--- src/verilog/dqwl_defines.vh ---
// Constants for the single-wire link timing engine and idle detector.
// Assumes a 200 MHz system clock; bit and host times are kept in microseconds, idle times in milliseconds.
`ifndef DQWL_DEFINES_VH
`define DQWL_DEFINES_VH

// ----------------------------------------------------------------------
// Clock and time base
// ----------------------------------------------------------------------
`define DQWL_CLK_PERIOD_NS 5
`define DQWL_US_NS 1000
`define DQWL_US_CYCLES (`DQWL_US_NS / `DQWL_CLK_PERIOD_NS)
`define DQWL_MS_US 1000

// ----------------------------------------------------------------------
// Device transmit bit timing limits, microseconds
// ----------------------------------------------------------------------
`define DQWL_CYC_MIN_US 13'h0bb8
`define DQWL_CYC_MAX_US 13'h1770
`define DQWL_START_MIN_US 13'h01f4
`define DQWL_START_MAX_US 13'h02ee
`define DQWL_DV_US 13'h05dc
`define DQWL_DEND_MAX_US 13'h0b86

// ----------------------------------------------------------------------
// Host side timing, microseconds
// ----------------------------------------------------------------------
`define DQWL_BREAK_US 13'h0bb8
`define DQWL_BREAK_REC_US 13'h03e8
`define DQWL_SAMPLE_MAX_US 13'h0bb7

// ----------------------------------------------------------------------
// Idle detection, milliseconds
// ----------------------------------------------------------------------
`define DQWL_COMM_OFF_MS 14'h07d0
`define DQWL_AUTOCAL_IDLE_MS 14'h3e80

`endif

--- src/verilog/dqwl_link.v ---
// Device end of the open-drain single-wire link: bit timing for transmit,
// break and bit reception, bus-off detection and offset-cal trigger.
// Assumes the host pulls the line up, and that timing values come from
// nonvolatile storage held stable while a byte is in flight.
//
// How it works
// - Each transmitted bit lasts between 3 ms and 6 ms.
// - Each transmitted bit opens with a low start of 500 to 750 us.
// - Bit timing comes from configurable nonvolatile values.
// - No error-check code is added or checked on this link.
// - All three bus lines low for 2 s or more enters bus-off.
// - Any line going high leaves bus-off within 1 ms.
// - Offset cal starts after 16 s of low lines and enough sleeps.
// - Sleep entries are counted against a programmed threshold.
`include "dqwl_defines.vh"

module dqwl_link (
  // Clock and reset
  input wire MCLK,
  input wire SYS_RST,
  // Single-wire line, open drain
  input wire DQ_IN,
  output wire DQ_OUT,
  output reg DQ_OE_N,
  // Two-wire bus lines, observed only
  input wire TWO_WIRE_CLOCK_PIN,
  input wire TWO_WIRE_DATA_PIN,
  // Timing configuration, microseconds
  input wire [12:0] DEVICE_BIT_CYCLE_TIME,
  input wire [12:0] DEVICE_START_HOLD_TIME,
  input wire [12:0] DEVICE_DATA_END_TIME,
  input wire [12:0] HOST_SAMPLE_TIME,
  // Transmit byte stream
  input wire TX_VALID,
  output wire TX_READY,
  input wire [7:0] TX_DATA,
  output reg TX_BUSY,
  // Receive byte stream
  output reg RX_VALID,
  output reg [7:0] RX_DATA,
  output reg RX_BREAK,
  // Power management
  input wire SLEEP_ENTRY,
  input wire [7:0] SLEEP_ENTRIES_BEFORE_OFFSET_CAL,
  output reg OFFSET_CAL_START,
  output reg COMM_OFF
);

  localparam T_IDLE = 1'b0;
  localparam T_BIT = 1'b1;
  localparam R_WAIT_BREAK = 2'h0;
  localparam R_RECOVER = 2'h1;
  localparam R_READY = 2'h2;
  localparam R_BIT = 2'h3;

  // Limit a configured time to a legal window
  function [12:0] clamp;
    input [12:0] v;
    input [12:0] lo;
    input [12:0] hi;
    begin
      clamp = (v < lo) ? lo : ((v > hi) ? hi : v);
    end
  endfunction

  // ----------------------------------------------------------------------
  // Synchronisers and time base
  // ----------------------------------------------------------------------
  reg [1:0] dq_sync_reg;
  reg [1:0] clk_sync_reg;
  reg [1:0] dat_sync_reg;
  reg dq_prev_reg;
  reg [7:0] us_div_reg;
  reg [9:0] ms_div_reg;
  wire dq_s = dq_sync_reg[1];
  wire us_tick = (us_div_reg == (`DQWL_US_CYCLES - 1));
  wire ms_tick = us_tick && (ms_div_reg == (`DQWL_MS_US - 1));
  wire dq_rise = dq_s && !dq_prev_reg;
  wire dq_fall = !dq_s && dq_prev_reg;

  // Two flops per pin, then a one-cycle-old copy for edges
  always @(posedge MCLK) begin
    if (SYS_RST) begin
      dq_sync_reg <= 2'h3;
      clk_sync_reg <= 2'h3;
      dat_sync_reg <= 2'h3;
      dq_prev_reg <= 1'b1;
    end else begin
      dq_sync_reg <= {dq_sync_reg[0], DQ_IN};
      clk_sync_reg <= {clk_sync_reg[0], TWO_WIRE_CLOCK_PIN};
      dat_sync_reg <= {dat_sync_reg[0], TWO_WIRE_DATA_PIN};
      dq_prev_reg <= dq_s;
    end
  end

  // Microsecond and millisecond enables
  always @(posedge MCLK) begin
    if (SYS_RST) begin
      us_div_reg <= 8'h00;
      ms_div_reg <= 10'h000;
    end else begin
      us_div_reg <= us_tick ? 8'h00 : us_div_reg + 8'h01;
      if (us_tick)
        ms_div_reg <= ms_tick ? 10'h000 : ms_div_reg + 10'h001;
    end
  end

  // ----------------------------------------------------------------------
  // Two-entry transmit buffer
  // ----------------------------------------------------------------------
  reg [7:0] buf0_reg;
  reg [7:0] buf1_reg;
  reg [1:0] buf_cnt_reg;
  wire buf_pop;
  assign TX_READY = (buf_cnt_reg != 2'h2);
  wire buf_push = TX_VALID && TX_READY;

  // Entry 0 is the head; a stalled engine lets the buffer fill
  always @(posedge MCLK) begin
    if (SYS_RST) begin
      buf0_reg <= 8'h00;
      buf1_reg <= 8'h00;
      buf_cnt_reg <= 2'h0;
    end else begin
      if (buf_pop) begin
        buf0_reg <= (buf_cnt_reg == 2'h2) ? buf1_reg : TX_DATA;
        if (buf_push && buf_cnt_reg == 2'h2)
          buf1_reg <= TX_DATA;
      end else if (buf_push) begin
        if (buf_cnt_reg == 2'h0)
          buf0_reg <= TX_DATA;
        else
          buf1_reg <= TX_DATA;
      end
      buf_cnt_reg <= buf_cnt_reg + {1'b0, buf_push} - {1'b0, buf_pop};
    end
  end

  // ----------------------------------------------------------------------
  // Transmit bit engine
  // ----------------------------------------------------------------------
  reg tx_state_reg;
  reg [2:0] tx_idx_reg;
  reg [7:0] tx_shift_reg;
  reg [12:0] tx_us_reg;
  reg [12:0] cyc_reg;
  reg [12:0] start_reg;
  reg [12:0] dend_reg;
  reg [1:0] rx_state_reg;
  // Start only on a tick so the first low lasts whole microseconds
  assign buf_pop = (tx_state_reg == T_IDLE) && (buf_cnt_reg != 2'h0) &&
                   us_tick && (rx_state_reg == R_READY) && dq_s;
  wire tx_low = (tx_us_reg < start_reg) ||
                ((tx_us_reg < dend_reg) && !tx_shift_reg[0]);

  // Sends each byte LSB first, with no check code appended
  always @(posedge MCLK) begin
    if (SYS_RST) begin
      tx_state_reg <= T_IDLE;
      tx_idx_reg <= 3'h0;
      tx_shift_reg <= 8'hff;
      tx_us_reg <= 13'h0000;
      cyc_reg <= `DQWL_CYC_MIN_US;
      start_reg <= `DQWL_START_MIN_US;
      dend_reg <= `DQWL_DV_US;
      DQ_OE_N <= 1'b1;
      TX_BUSY <= 1'b0;
    end else begin
      case (tx_state_reg)
        T_IDLE: begin
          DQ_OE_N <= 1'b1;
          if (buf_pop) begin
            tx_state_reg <= T_BIT;
            tx_shift_reg <= buf0_reg;
            tx_idx_reg <= 3'h0;
            tx_us_reg <= 13'h0000;
            cyc_reg <= clamp(DEVICE_BIT_CYCLE_TIME, `DQWL_CYC_MIN_US,
                             `DQWL_CYC_MAX_US);
            start_reg <= clamp(DEVICE_START_HOLD_TIME, `DQWL_START_MIN_US,
                               `DQWL_START_MAX_US);
            dend_reg <= clamp(DEVICE_DATA_END_TIME, `DQWL_DV_US,
                              `DQWL_DEND_MAX_US);
            TX_BUSY <= 1'b1;
          end
        end
        T_BIT: begin
          DQ_OE_N <= !tx_low;
          if (us_tick) begin
            if (tx_us_reg == cyc_reg - 13'h0001) begin
              tx_us_reg <= 13'h0000;
              tx_shift_reg <= {1'b1, tx_shift_reg[7:1]};
              tx_idx_reg <= tx_idx_reg + 3'h1;
              if (tx_idx_reg == 3'h7) begin
                tx_state_reg <= T_IDLE;
                TX_BUSY <= 1'b0;
              end
            end else begin
              tx_us_reg <= tx_us_reg + 13'h0001;
            end
          end
        end
        default: tx_state_reg <= T_IDLE;
      endcase
    end
  end

  // Open drain: the pin only ever pulls low
  assign DQ_OUT = 1'b0;

  // ----------------------------------------------------------------------
  // Receive: break, recovery and bit sampling
  // ----------------------------------------------------------------------
  reg [12:0] low_us_reg;
  reg [12:0] high_us_reg;
  reg [12:0] rx_us_reg;
  reg [2:0] rx_cnt_reg;
  reg [7:0] rx_shift_reg;
  reg rx_done_reg;
  wire [12:0] samp = clamp(HOST_SAMPLE_TIME, `DQWL_DV_US,
                           `DQWL_SAMPLE_MAX_US);

  // Break is recognised at the rising edge that ends a long low
  always @(posedge MCLK) begin
    if (SYS_RST) begin
      rx_state_reg <= R_WAIT_BREAK;
      low_us_reg <= 13'h0000;
      high_us_reg <= 13'h0000;
      rx_us_reg <= 13'h0000;
      rx_cnt_reg <= 3'h0;
      rx_shift_reg <= 8'h00;
      rx_done_reg <= 1'b0;
      RX_VALID <= 1'b0;
      RX_DATA <= 8'h00;
      RX_BREAK <= 1'b0;
    end else begin
      RX_VALID <= 1'b0;
      RX_BREAK <= 1'b0;
      if (dq_s)
        low_us_reg <= 13'h0000;
      else if (us_tick && low_us_reg != 13'h1fff)
        low_us_reg <= low_us_reg + 13'h0001;
      if (!dq_s)
        high_us_reg <= 13'h0000;
      else if (us_tick && high_us_reg != 13'h1fff)
        high_us_reg <= high_us_reg + 13'h0001;
      if (TX_BUSY) begin
        rx_state_reg <= R_READY;
      end else if (dq_rise && low_us_reg >= `DQWL_BREAK_US) begin
        rx_state_reg <= R_RECOVER;
        rx_cnt_reg <= 3'h0;
        RX_BREAK <= 1'b1;
      end else begin
        case (rx_state_reg)
          R_WAIT_BREAK: rx_state_reg <= R_WAIT_BREAK;
          R_RECOVER: begin
            if (dq_fall)
              rx_state_reg <= R_WAIT_BREAK;
            else if (high_us_reg >= `DQWL_BREAK_REC_US)
              rx_state_reg <= R_READY;
          end
          R_READY: begin
            if (dq_fall) begin
              rx_state_reg <= R_BIT;
              rx_us_reg <= 13'h0000;
              rx_done_reg <= 1'b0;
            end
          end
          R_BIT: begin
            if (us_tick)
              rx_us_reg <= rx_us_reg + 13'h0001;
            if (!rx_done_reg && us_tick && rx_us_reg == samp) begin
              rx_done_reg <= 1'b1;
              rx_shift_reg <= {dq_s, rx_shift_reg[7:1]};
              rx_cnt_reg <= rx_cnt_reg + 3'h1;
              if (rx_cnt_reg == 3'h7) begin
                RX_VALID <= 1'b1;
                RX_DATA <= {dq_s, rx_shift_reg[7:1]};
              end
            end
            if (dq_rise && rx_done_reg)
              rx_state_reg <= R_READY;
          end
          default: rx_state_reg <= R_WAIT_BREAK;
        endcase
      end
    end
  end

  // ----------------------------------------------------------------------
  // Bus-off and offset calibration trigger
  // ----------------------------------------------------------------------
  reg [13:0] idle_ms_reg;
  reg [7:0] sleep_cnt_reg;
  reg cal_done_reg;
  wire all_low = !dq_s && !clk_sync_reg[1] && !dat_sync_reg[1];
  wire cal_fire = !cal_done_reg && (idle_ms_reg >= `DQWL_AUTOCAL_IDLE_MS) &&
                  (sleep_cnt_reg >= SLEEP_ENTRIES_BEFORE_OFFSET_CAL);

  // Idle time counts while all lines are low; any high clears at once
  always @(posedge MCLK) begin
    if (SYS_RST) begin
      idle_ms_reg <= 14'h0000;
      COMM_OFF <= 1'b0;
      cal_done_reg <= 1'b0;
      OFFSET_CAL_START <= 1'b0;
      sleep_cnt_reg <= 8'h00;
    end else begin
      OFFSET_CAL_START <= cal_fire;
      if (!all_low) begin
        idle_ms_reg <= 14'h0000;
        COMM_OFF <= 1'b0;
        cal_done_reg <= 1'b0;
      end else begin
        if (ms_tick && idle_ms_reg != 14'h3fff)
          idle_ms_reg <= idle_ms_reg + 14'h0001;
        if (idle_ms_reg >= `DQWL_COMM_OFF_MS)
          COMM_OFF <= 1'b1;
        if (cal_fire)
          cal_done_reg <= 1'b1;
      end
      // Restart the sleep count after a calibration; entries still count
      if (cal_fire)
        sleep_cnt_reg <= {7'h00, SLEEP_ENTRY};
      else if (SLEEP_ENTRY && sleep_cnt_reg != 8'hff)
        sleep_cnt_reg <= sleep_cnt_reg + 8'h01;
    end
  end

endmodule // dqwl_link
--- config.mk ---
export PLATFORM = sky130hd
export DESIGN_NAME = dqwl_link
export DESIGN_NICKNAME = d
export VERILOG_FILES = /design/src/verilog/dqwl_link.v
export VERILOG_INCLUDE_DIRS = /design/src /design/src/verilog
export SDC_FILE = /design/constraint.sdc
export NUM_CORES = 1
export LEC_CHECK = 0
export BUFFER_PORTS_ARGS = -buffer_cell sky130_fd_sc_hd__buf_2
export CORE_UTILIZATION = 60
export CTS_BUF_LIST = sky130_fd_sc_hd__clkbuf_4
export CTS_CLUSTER_DIAMETER = 200
export DETAILED_ROUTE_END_ITERATION = 8
export GPL_TIMING_DRIVEN = 0
export HOLD_SLACK_MARGIN = 0.15
export PLACE_DENSITY_LB_ADDON = 0.1
export SYNTH_ARGS = -nofsm -noshare
export SYNTH_HDL_FRONTEND = slang
export SYNTH_SLANG_ARGS = --single-unit
--- constraint.sdc ---
create_clock -name MCLK -period 5.1 [get_ports MCLK]
set_clock_uncertainty 0.1 [all_clocks]
set_input_delay 0.51 -clock MCLK [delete_from_list [all_inputs] [get_ports MCLK]]
set_output_delay 0.51 -clock MCLK [all_outputs]
set_load 0.02 [all_outputs]
==> impl_results.html <==
<table>
<tr><th>Metric</th><th>Value</th></tr>
<tr><th colspan="2">Outcome</th></tr>
<tr><td>Run status</td><td>complete, no violations</td></tr>
<tr><th colspan="2">Floorplan</th></tr>
<tr><td>Initial Util</td><td>0.623</td></tr>
<tr><td>I/O pin count</td><td>91</td></tr>
<tr><td>Floorplan core area</td><td>16100 um2</td></tr>
<tr><td>Chip width</td><td>131 um</td></tr>
<tr><td>Cell Rows</td><td>46</td></tr>
<tr><td>Area enclosed by the die boundary</td><td>17200 um2</td></tr>
<tr><td>Vertical extent of the die</td><td>131 um</td></tr>
<tr><th colspan="2">Final layout</th></tr>
<tr><td>Final standard cell utilization of the core</td><td>0.708</td></tr>
<tr><td>Filler cells</td><td>1351</td></tr>
<tr><td>Largest register FFs</td><td>14</td></tr>
<tr><td>Final net count</td><td>1440</td></tr>
<tr><td>Fraction of final layout cells with drive strength greater than 1</td><td>0.124</td></tr>
<tr><td>Area growth, synth to finish</td><td>13.7%</td></tr>
<tr><th colspan="2">Place</th></tr>
<tr><td>HPWL after DPL</td><td>17100 um</td></tr>
<tr><td>Final estimated routing congestion in global placement</td><td>0.889</td></tr>
<tr><td>Count of buffers inserted at the top-level ports</td><td>86</td></tr>
<tr><td>Post-placement worst setup slack</td><td>1.28 ns</td></tr>
<tr><th colspan="2">Clock network</th></tr>
<tr><td>Post-CTS setup buffer count</td><td>0</td></tr>
<tr><td>H-tree levels</td><td>4</td></tr>
<tr><td>Number of clock sinks seen by CTS</td><td>196</td></tr>
<tr><td>Max clock buf depth</td><td>2</td></tr>
<tr><td>Clk pin slew, worst setup/hold paths</td><td>0.16 ns</td></tr>
<tr><td>Root buf cell</td><td>sky130_fd_sc_hd__clkbuf_4</td></tr>
<tr><td>CTS tree</td><td>built</td></tr>
<tr><td>Number of buffers created by CTS</td><td>17</td></tr>
<tr><td>Worst-skew pair later-pin latency</td><td>0.61 ns</td></tr>
<tr><th colspan="2">GRT</th></tr>
<tr><td>Overall track demand over capacity in global routing</td><td>0.282</td></tr>
<tr><td>Wire length of the first global-routing pass</td><td>39500 um</td></tr>
<tr><td>Remaining global-route overflow</td><td>0</td></tr>
<tr><td>Antenna violations before repair</td><td>3</td></tr>
<tr><td>Vias in the first global route</td><td>8141</td></tr>
<tr><td>Maximum number of pins on one net before global-route repair</td><td>18</td></tr>
<tr><th colspan="2">Logic synthesis</th></tr>
<tr><td>Synthesized cell area</td><td>10000 um2</td></tr>
<tr><td>Most area-hungry cell type in the Yosys netlist</td><td>sky130_fd_sc_hd__dfxtp_1</td></tr>
<tr><td>Dominant synthesized flop cell</td><td>sky130_fd_sc_hd__dfxtp_1</td></tr>
<tr><td>Number of synthesized flops with an enable pin</td><td>0</td></tr>
<tr><td>Syn. warnings</td><td>0</td></tr>
<tr><td>Sequential-to-total area share from yosys stat</td><td>0.391</td></tr>
<tr><td>Most used standard cell by instance count after synthesis</td><td>sky130_fd_sc_hd__dfxtp_1</td></tr>
<tr><td>Ranking of synthesized cells by instance count</td><td>sky130_fd_sc_hd__dfxtp_1 (196), sky130_fd_sc_hd__nor2_1 (133), sky130_fd_sc_hd__nand2_1 (93)</td></tr>
<tr><td>Synth Area per Inst</td><td>8.57 um2</td></tr>
<tr><td>FF+latch count, synth</td><td>a little under 200</td></tr>
<tr><td>Share of the synthesized area in the top cell type</td><td>0.391</td></tr>
<tr><td>Largest cells by area after synthesis</td><td>sky130_fd_sc_hd__dfxtp_1 (39%), sky130_fd_sc_hd__ha_1 (6.4%), sky130_fd_sc_hd__nor2_1 (5.0%), sky130_fd_sc_hd__xor2_1 (4.8%), sky130_fd_sc_hd__nand2_1 (3.5%)</td></tr>
<tr><td>Proportion of register bits with asynchronous set or reset after synthesis</td><td>0</td></tr>
<tr><td>Gate Count Post-Synth</td><td>~1200</td></tr>
<tr><td>Yosys cell types</td><td>80</td></tr>
<tr><td>Post-Synthesis Net Count</td><td>roughly 1300</td></tr>
<tr><th colspan="2">Timing</th></tr>
<tr><td>Setup tns final</td><td>0 ns</td></tr>
<tr><td>Fraction of the cycle the final worst path needs</td><td>0.763</td></tr>
<tr><td>RSZ-0062 raised after global routing</td><td>no</td></tr>
<tr><td>Slew Limit Fails</td><td>0</td></tr>
<tr><td>Final number of setup-violating endpoints</td><td>0</td></tr>
<tr><td>Post-layout minimum cycle time</td><td>approximately 4 ns</td></tr>
<tr><td>Top achievable clock speed</td><td>0.257 GHz</td></tr>
<tr><td>Worst relative slew slack</td><td>0.386</td></tr>
<tr><td>Transition time at the pin with the least slew margin</td><td>just over 0.9 ns</td></tr>
<tr><td>Final Worst Setup Slack</td><td>1.21 ns</td></tr>
<tr><td>Total count of hold-check failures in the final report</td><td>0</td></tr>
<tr><th colspan="2">Setup path</th></tr>
<tr><td>Family of cells with the greatest summed delay on the critical path</td><td>buffers and inverters</td></tr>
<tr><td>Largest stage delay on the critical path</td><td>0.53 ns</td></tr>
<tr><td>Critical path data arrival time</td><td>4.30 ns</td></tr>
<tr><td>Required @ worst endpoint</td><td>5.50 ns</td></tr>
<tr><td>Library cell contributing the largest single delay on the critical path</td><td>sky130_fd_sc_hd__clkbuf_1</td></tr>
<tr><td>Type of destination of the critical path</td><td>flop</td></tr>
<tr><td>Reg2reg start</td><td>us_div_reg[7]$_SDFF_PP0_</td></tr>
<tr><td>Type of the worst setup path</td><td>reg -&gt; reg</td></tr>
<tr><td>Timing startpoint of the critical path</td><td>us_div_reg[7]$_SDFF_PP0_</td></tr>
<tr><td>CP startpoint kind</td><td>flop</td></tr>
<tr><td>Maximum fanout along the worst path</td><td>10</td></tr>
<tr><td>Crit-path cells</td><td>nor4bb_1, and4b_1, buf_2, nand3_1, clkinv_1, clkbuf_1, clkbuf_1, ha_1, xor2_1, xnor2_1, nor2_1</td></tr>
<tr><td>Cell with the most instances on the worst path</td><td>sky130_fd_sc_hd__clkbuf_1</td></tr>
<tr><td>Combined buffer and inverter count along the critical path</td><td>4</td></tr>
<tr><th colspan="2">Detailed routing</th></tr>
<tr><td>WL per Instance</td><td>approximately 15 um</td></tr>
<tr><td>DRC violations left</td><td>0</td></tr>
<tr><td>Wire length the detailed router placed on met1</td><td>11200 um</td></tr>
<tr><td>Met2 Routed Length</td><td>10900 um</td></tr>
<tr><td>Wire length on met3</td><td>about 1300 um</td></tr>
<tr><td>Overall via count from detail_route</td><td>8870</td></tr>
<tr><td>Iteration-0 DRC Markers</td><td>658</td></tr>
<tr><td>Final WL</td><td>~24000 um</td></tr>
<tr><td>Average via count per standard cell</td><td>~5.7</td></tr>
<tr><td>Router iterations before antenna repair</td><td>5</td></tr>
<tr><td>Antenna viol nets, final</td><td>0</td></tr>
<tr><td>Topmost layer with routed signal wires</td><td>met4</td></tr>
<tr><th colspan="2">Hold path</th></tr>
<tr><td>Hold Startpoint</td><td>DEVICE_DATA_END_TIME[9]</td></tr>
<tr><td>Hold Path Class</td><td>in -&gt; reg</td></tr>
<tr><th colspan="2">Pwr</th></tr>
<tr><td>IR Drop Worst-Case VDD</td><td>183 uV</td></tr>
<tr><td>Pleak</td><td>4.56 nW</td></tr>
<tr><td>Pwr/cell area</td><td>about 230 nW/um2</td></tr>
<tr><th colspan="2">Run</th></tr>
<tr><td>Number of max-cap violations</td><td>0</td></tr>
</table>
timing repair:
item                      in CTS  in global routing
hold buffers                  38                  0
hold endpoints to repair      40                  0
gates resized for setup        0                  0
through the flow:
stage	std cells	hold slack [ns]	power (mW)	cell area (um2)
floorplan	1171	0.289	1.71	10000
global placement	1473	0.292	1.79	10700
detailed placement	1473	0.310	1.79	10700
CTS	1542	0.150	2.65	11400
global route	1545	0.151	2.74	11400
finish	1545	0.184	2.64	11400
layer usage:
metal / track usage / vias to the layer above
met4: 0.104 / 0
met5: 0 / -
met3: 0.0540 / 41
met1: 0.372 / 4124
met2: 0.456 / 252
li1: - / 4453
cells in the final DEF, fill, tap and decap left out, drive strengths merged, types with 38 or more instances in the layout:
| master | synthesis | routed |
|---|---|---|
| dfxtp | 196 | 196 |
| nor2 | 134 | 134 |
| buf | 14 | 100 |
| nand2 | 93 | 93 |
| inv | 58 | 62 |
| a21oi | 56 | 56 |
| xor2 | 55 | 55 |
| nand3 | 54 | 54 |
| ha | 51 | 51 |
| o21ai | 50 | 50 |
| clkbuf | 29 | 47 |
| dlygate4sd3 | 0 | 38 |
kinds of logic (layout without fill, tap and decap cells):
group / after synthesis / count (layout) / synth area share
AO/OA/AOI/OAI: 235 / 235 / 0.154
XOR/XNOR: 81 / 81 / 0.0707
adder cells (fa/ha/maj): 51 / 51 / 0.0636
buffers and inverters: 102 / 257 / 0.0419
flip-flops: 196 / 196 / 0.391
multiplexers: 41 / 41 / 0.0419
other: 1 / 4 / 0.000374
AND/OR/NAND/NOR: 464 / 464 / 0.236
report_power, final:
part	total (mW)	switching, mW	leakage [nW]	internal (mW)
sequential	1.57	0.0146	1.58	1.55
clock	0.858	0.554	0.153	0.304
combinational	0.217	0.121	2.83	0.0963
area by class of cell:
class / count / area, um2 / area share
antenna: 3 / 7.51 / 0.000658
timing repair buffer: 124 / 811 / 0.0711
buffer: 43 / 199 / 0.0174
inverter: 59 / 221 / 0.0194
sequential: 196 / 3920 / 0.344
multi-input combinational: 873 / 5690 / 0.499
tap: 216 / 270 / 0.0237
clock inverter: 13 / 151 / 0.0133
clock buffer: 18 / 135 / 0.0118
final timing paths:
check,endpoint,slack (ns),cells past startpoint
max,buf_cnt_reg[1]$_SDFF_PP0_,1.21,11
min,dend_reg[9]$_SDFFE_PP0P_,0.18,3
max reg2reg,buf_cnt_reg[1]$_SDFF_PP0_,1.21,11
min reg2reg,dat_sync_reg[1]$_SDFF_PP1_,0.34,1
tightest hold or removal path, stage by stage:
cell	delay, ns
sky130_fd_sc_hd__buf_2	0.11
sky130_fd_sc_hd__o211ai_1	0.09
sky130_fd_sc_hd__a21oi_1	0.13
Note: power is estimated with default switching activity, not from simulation.
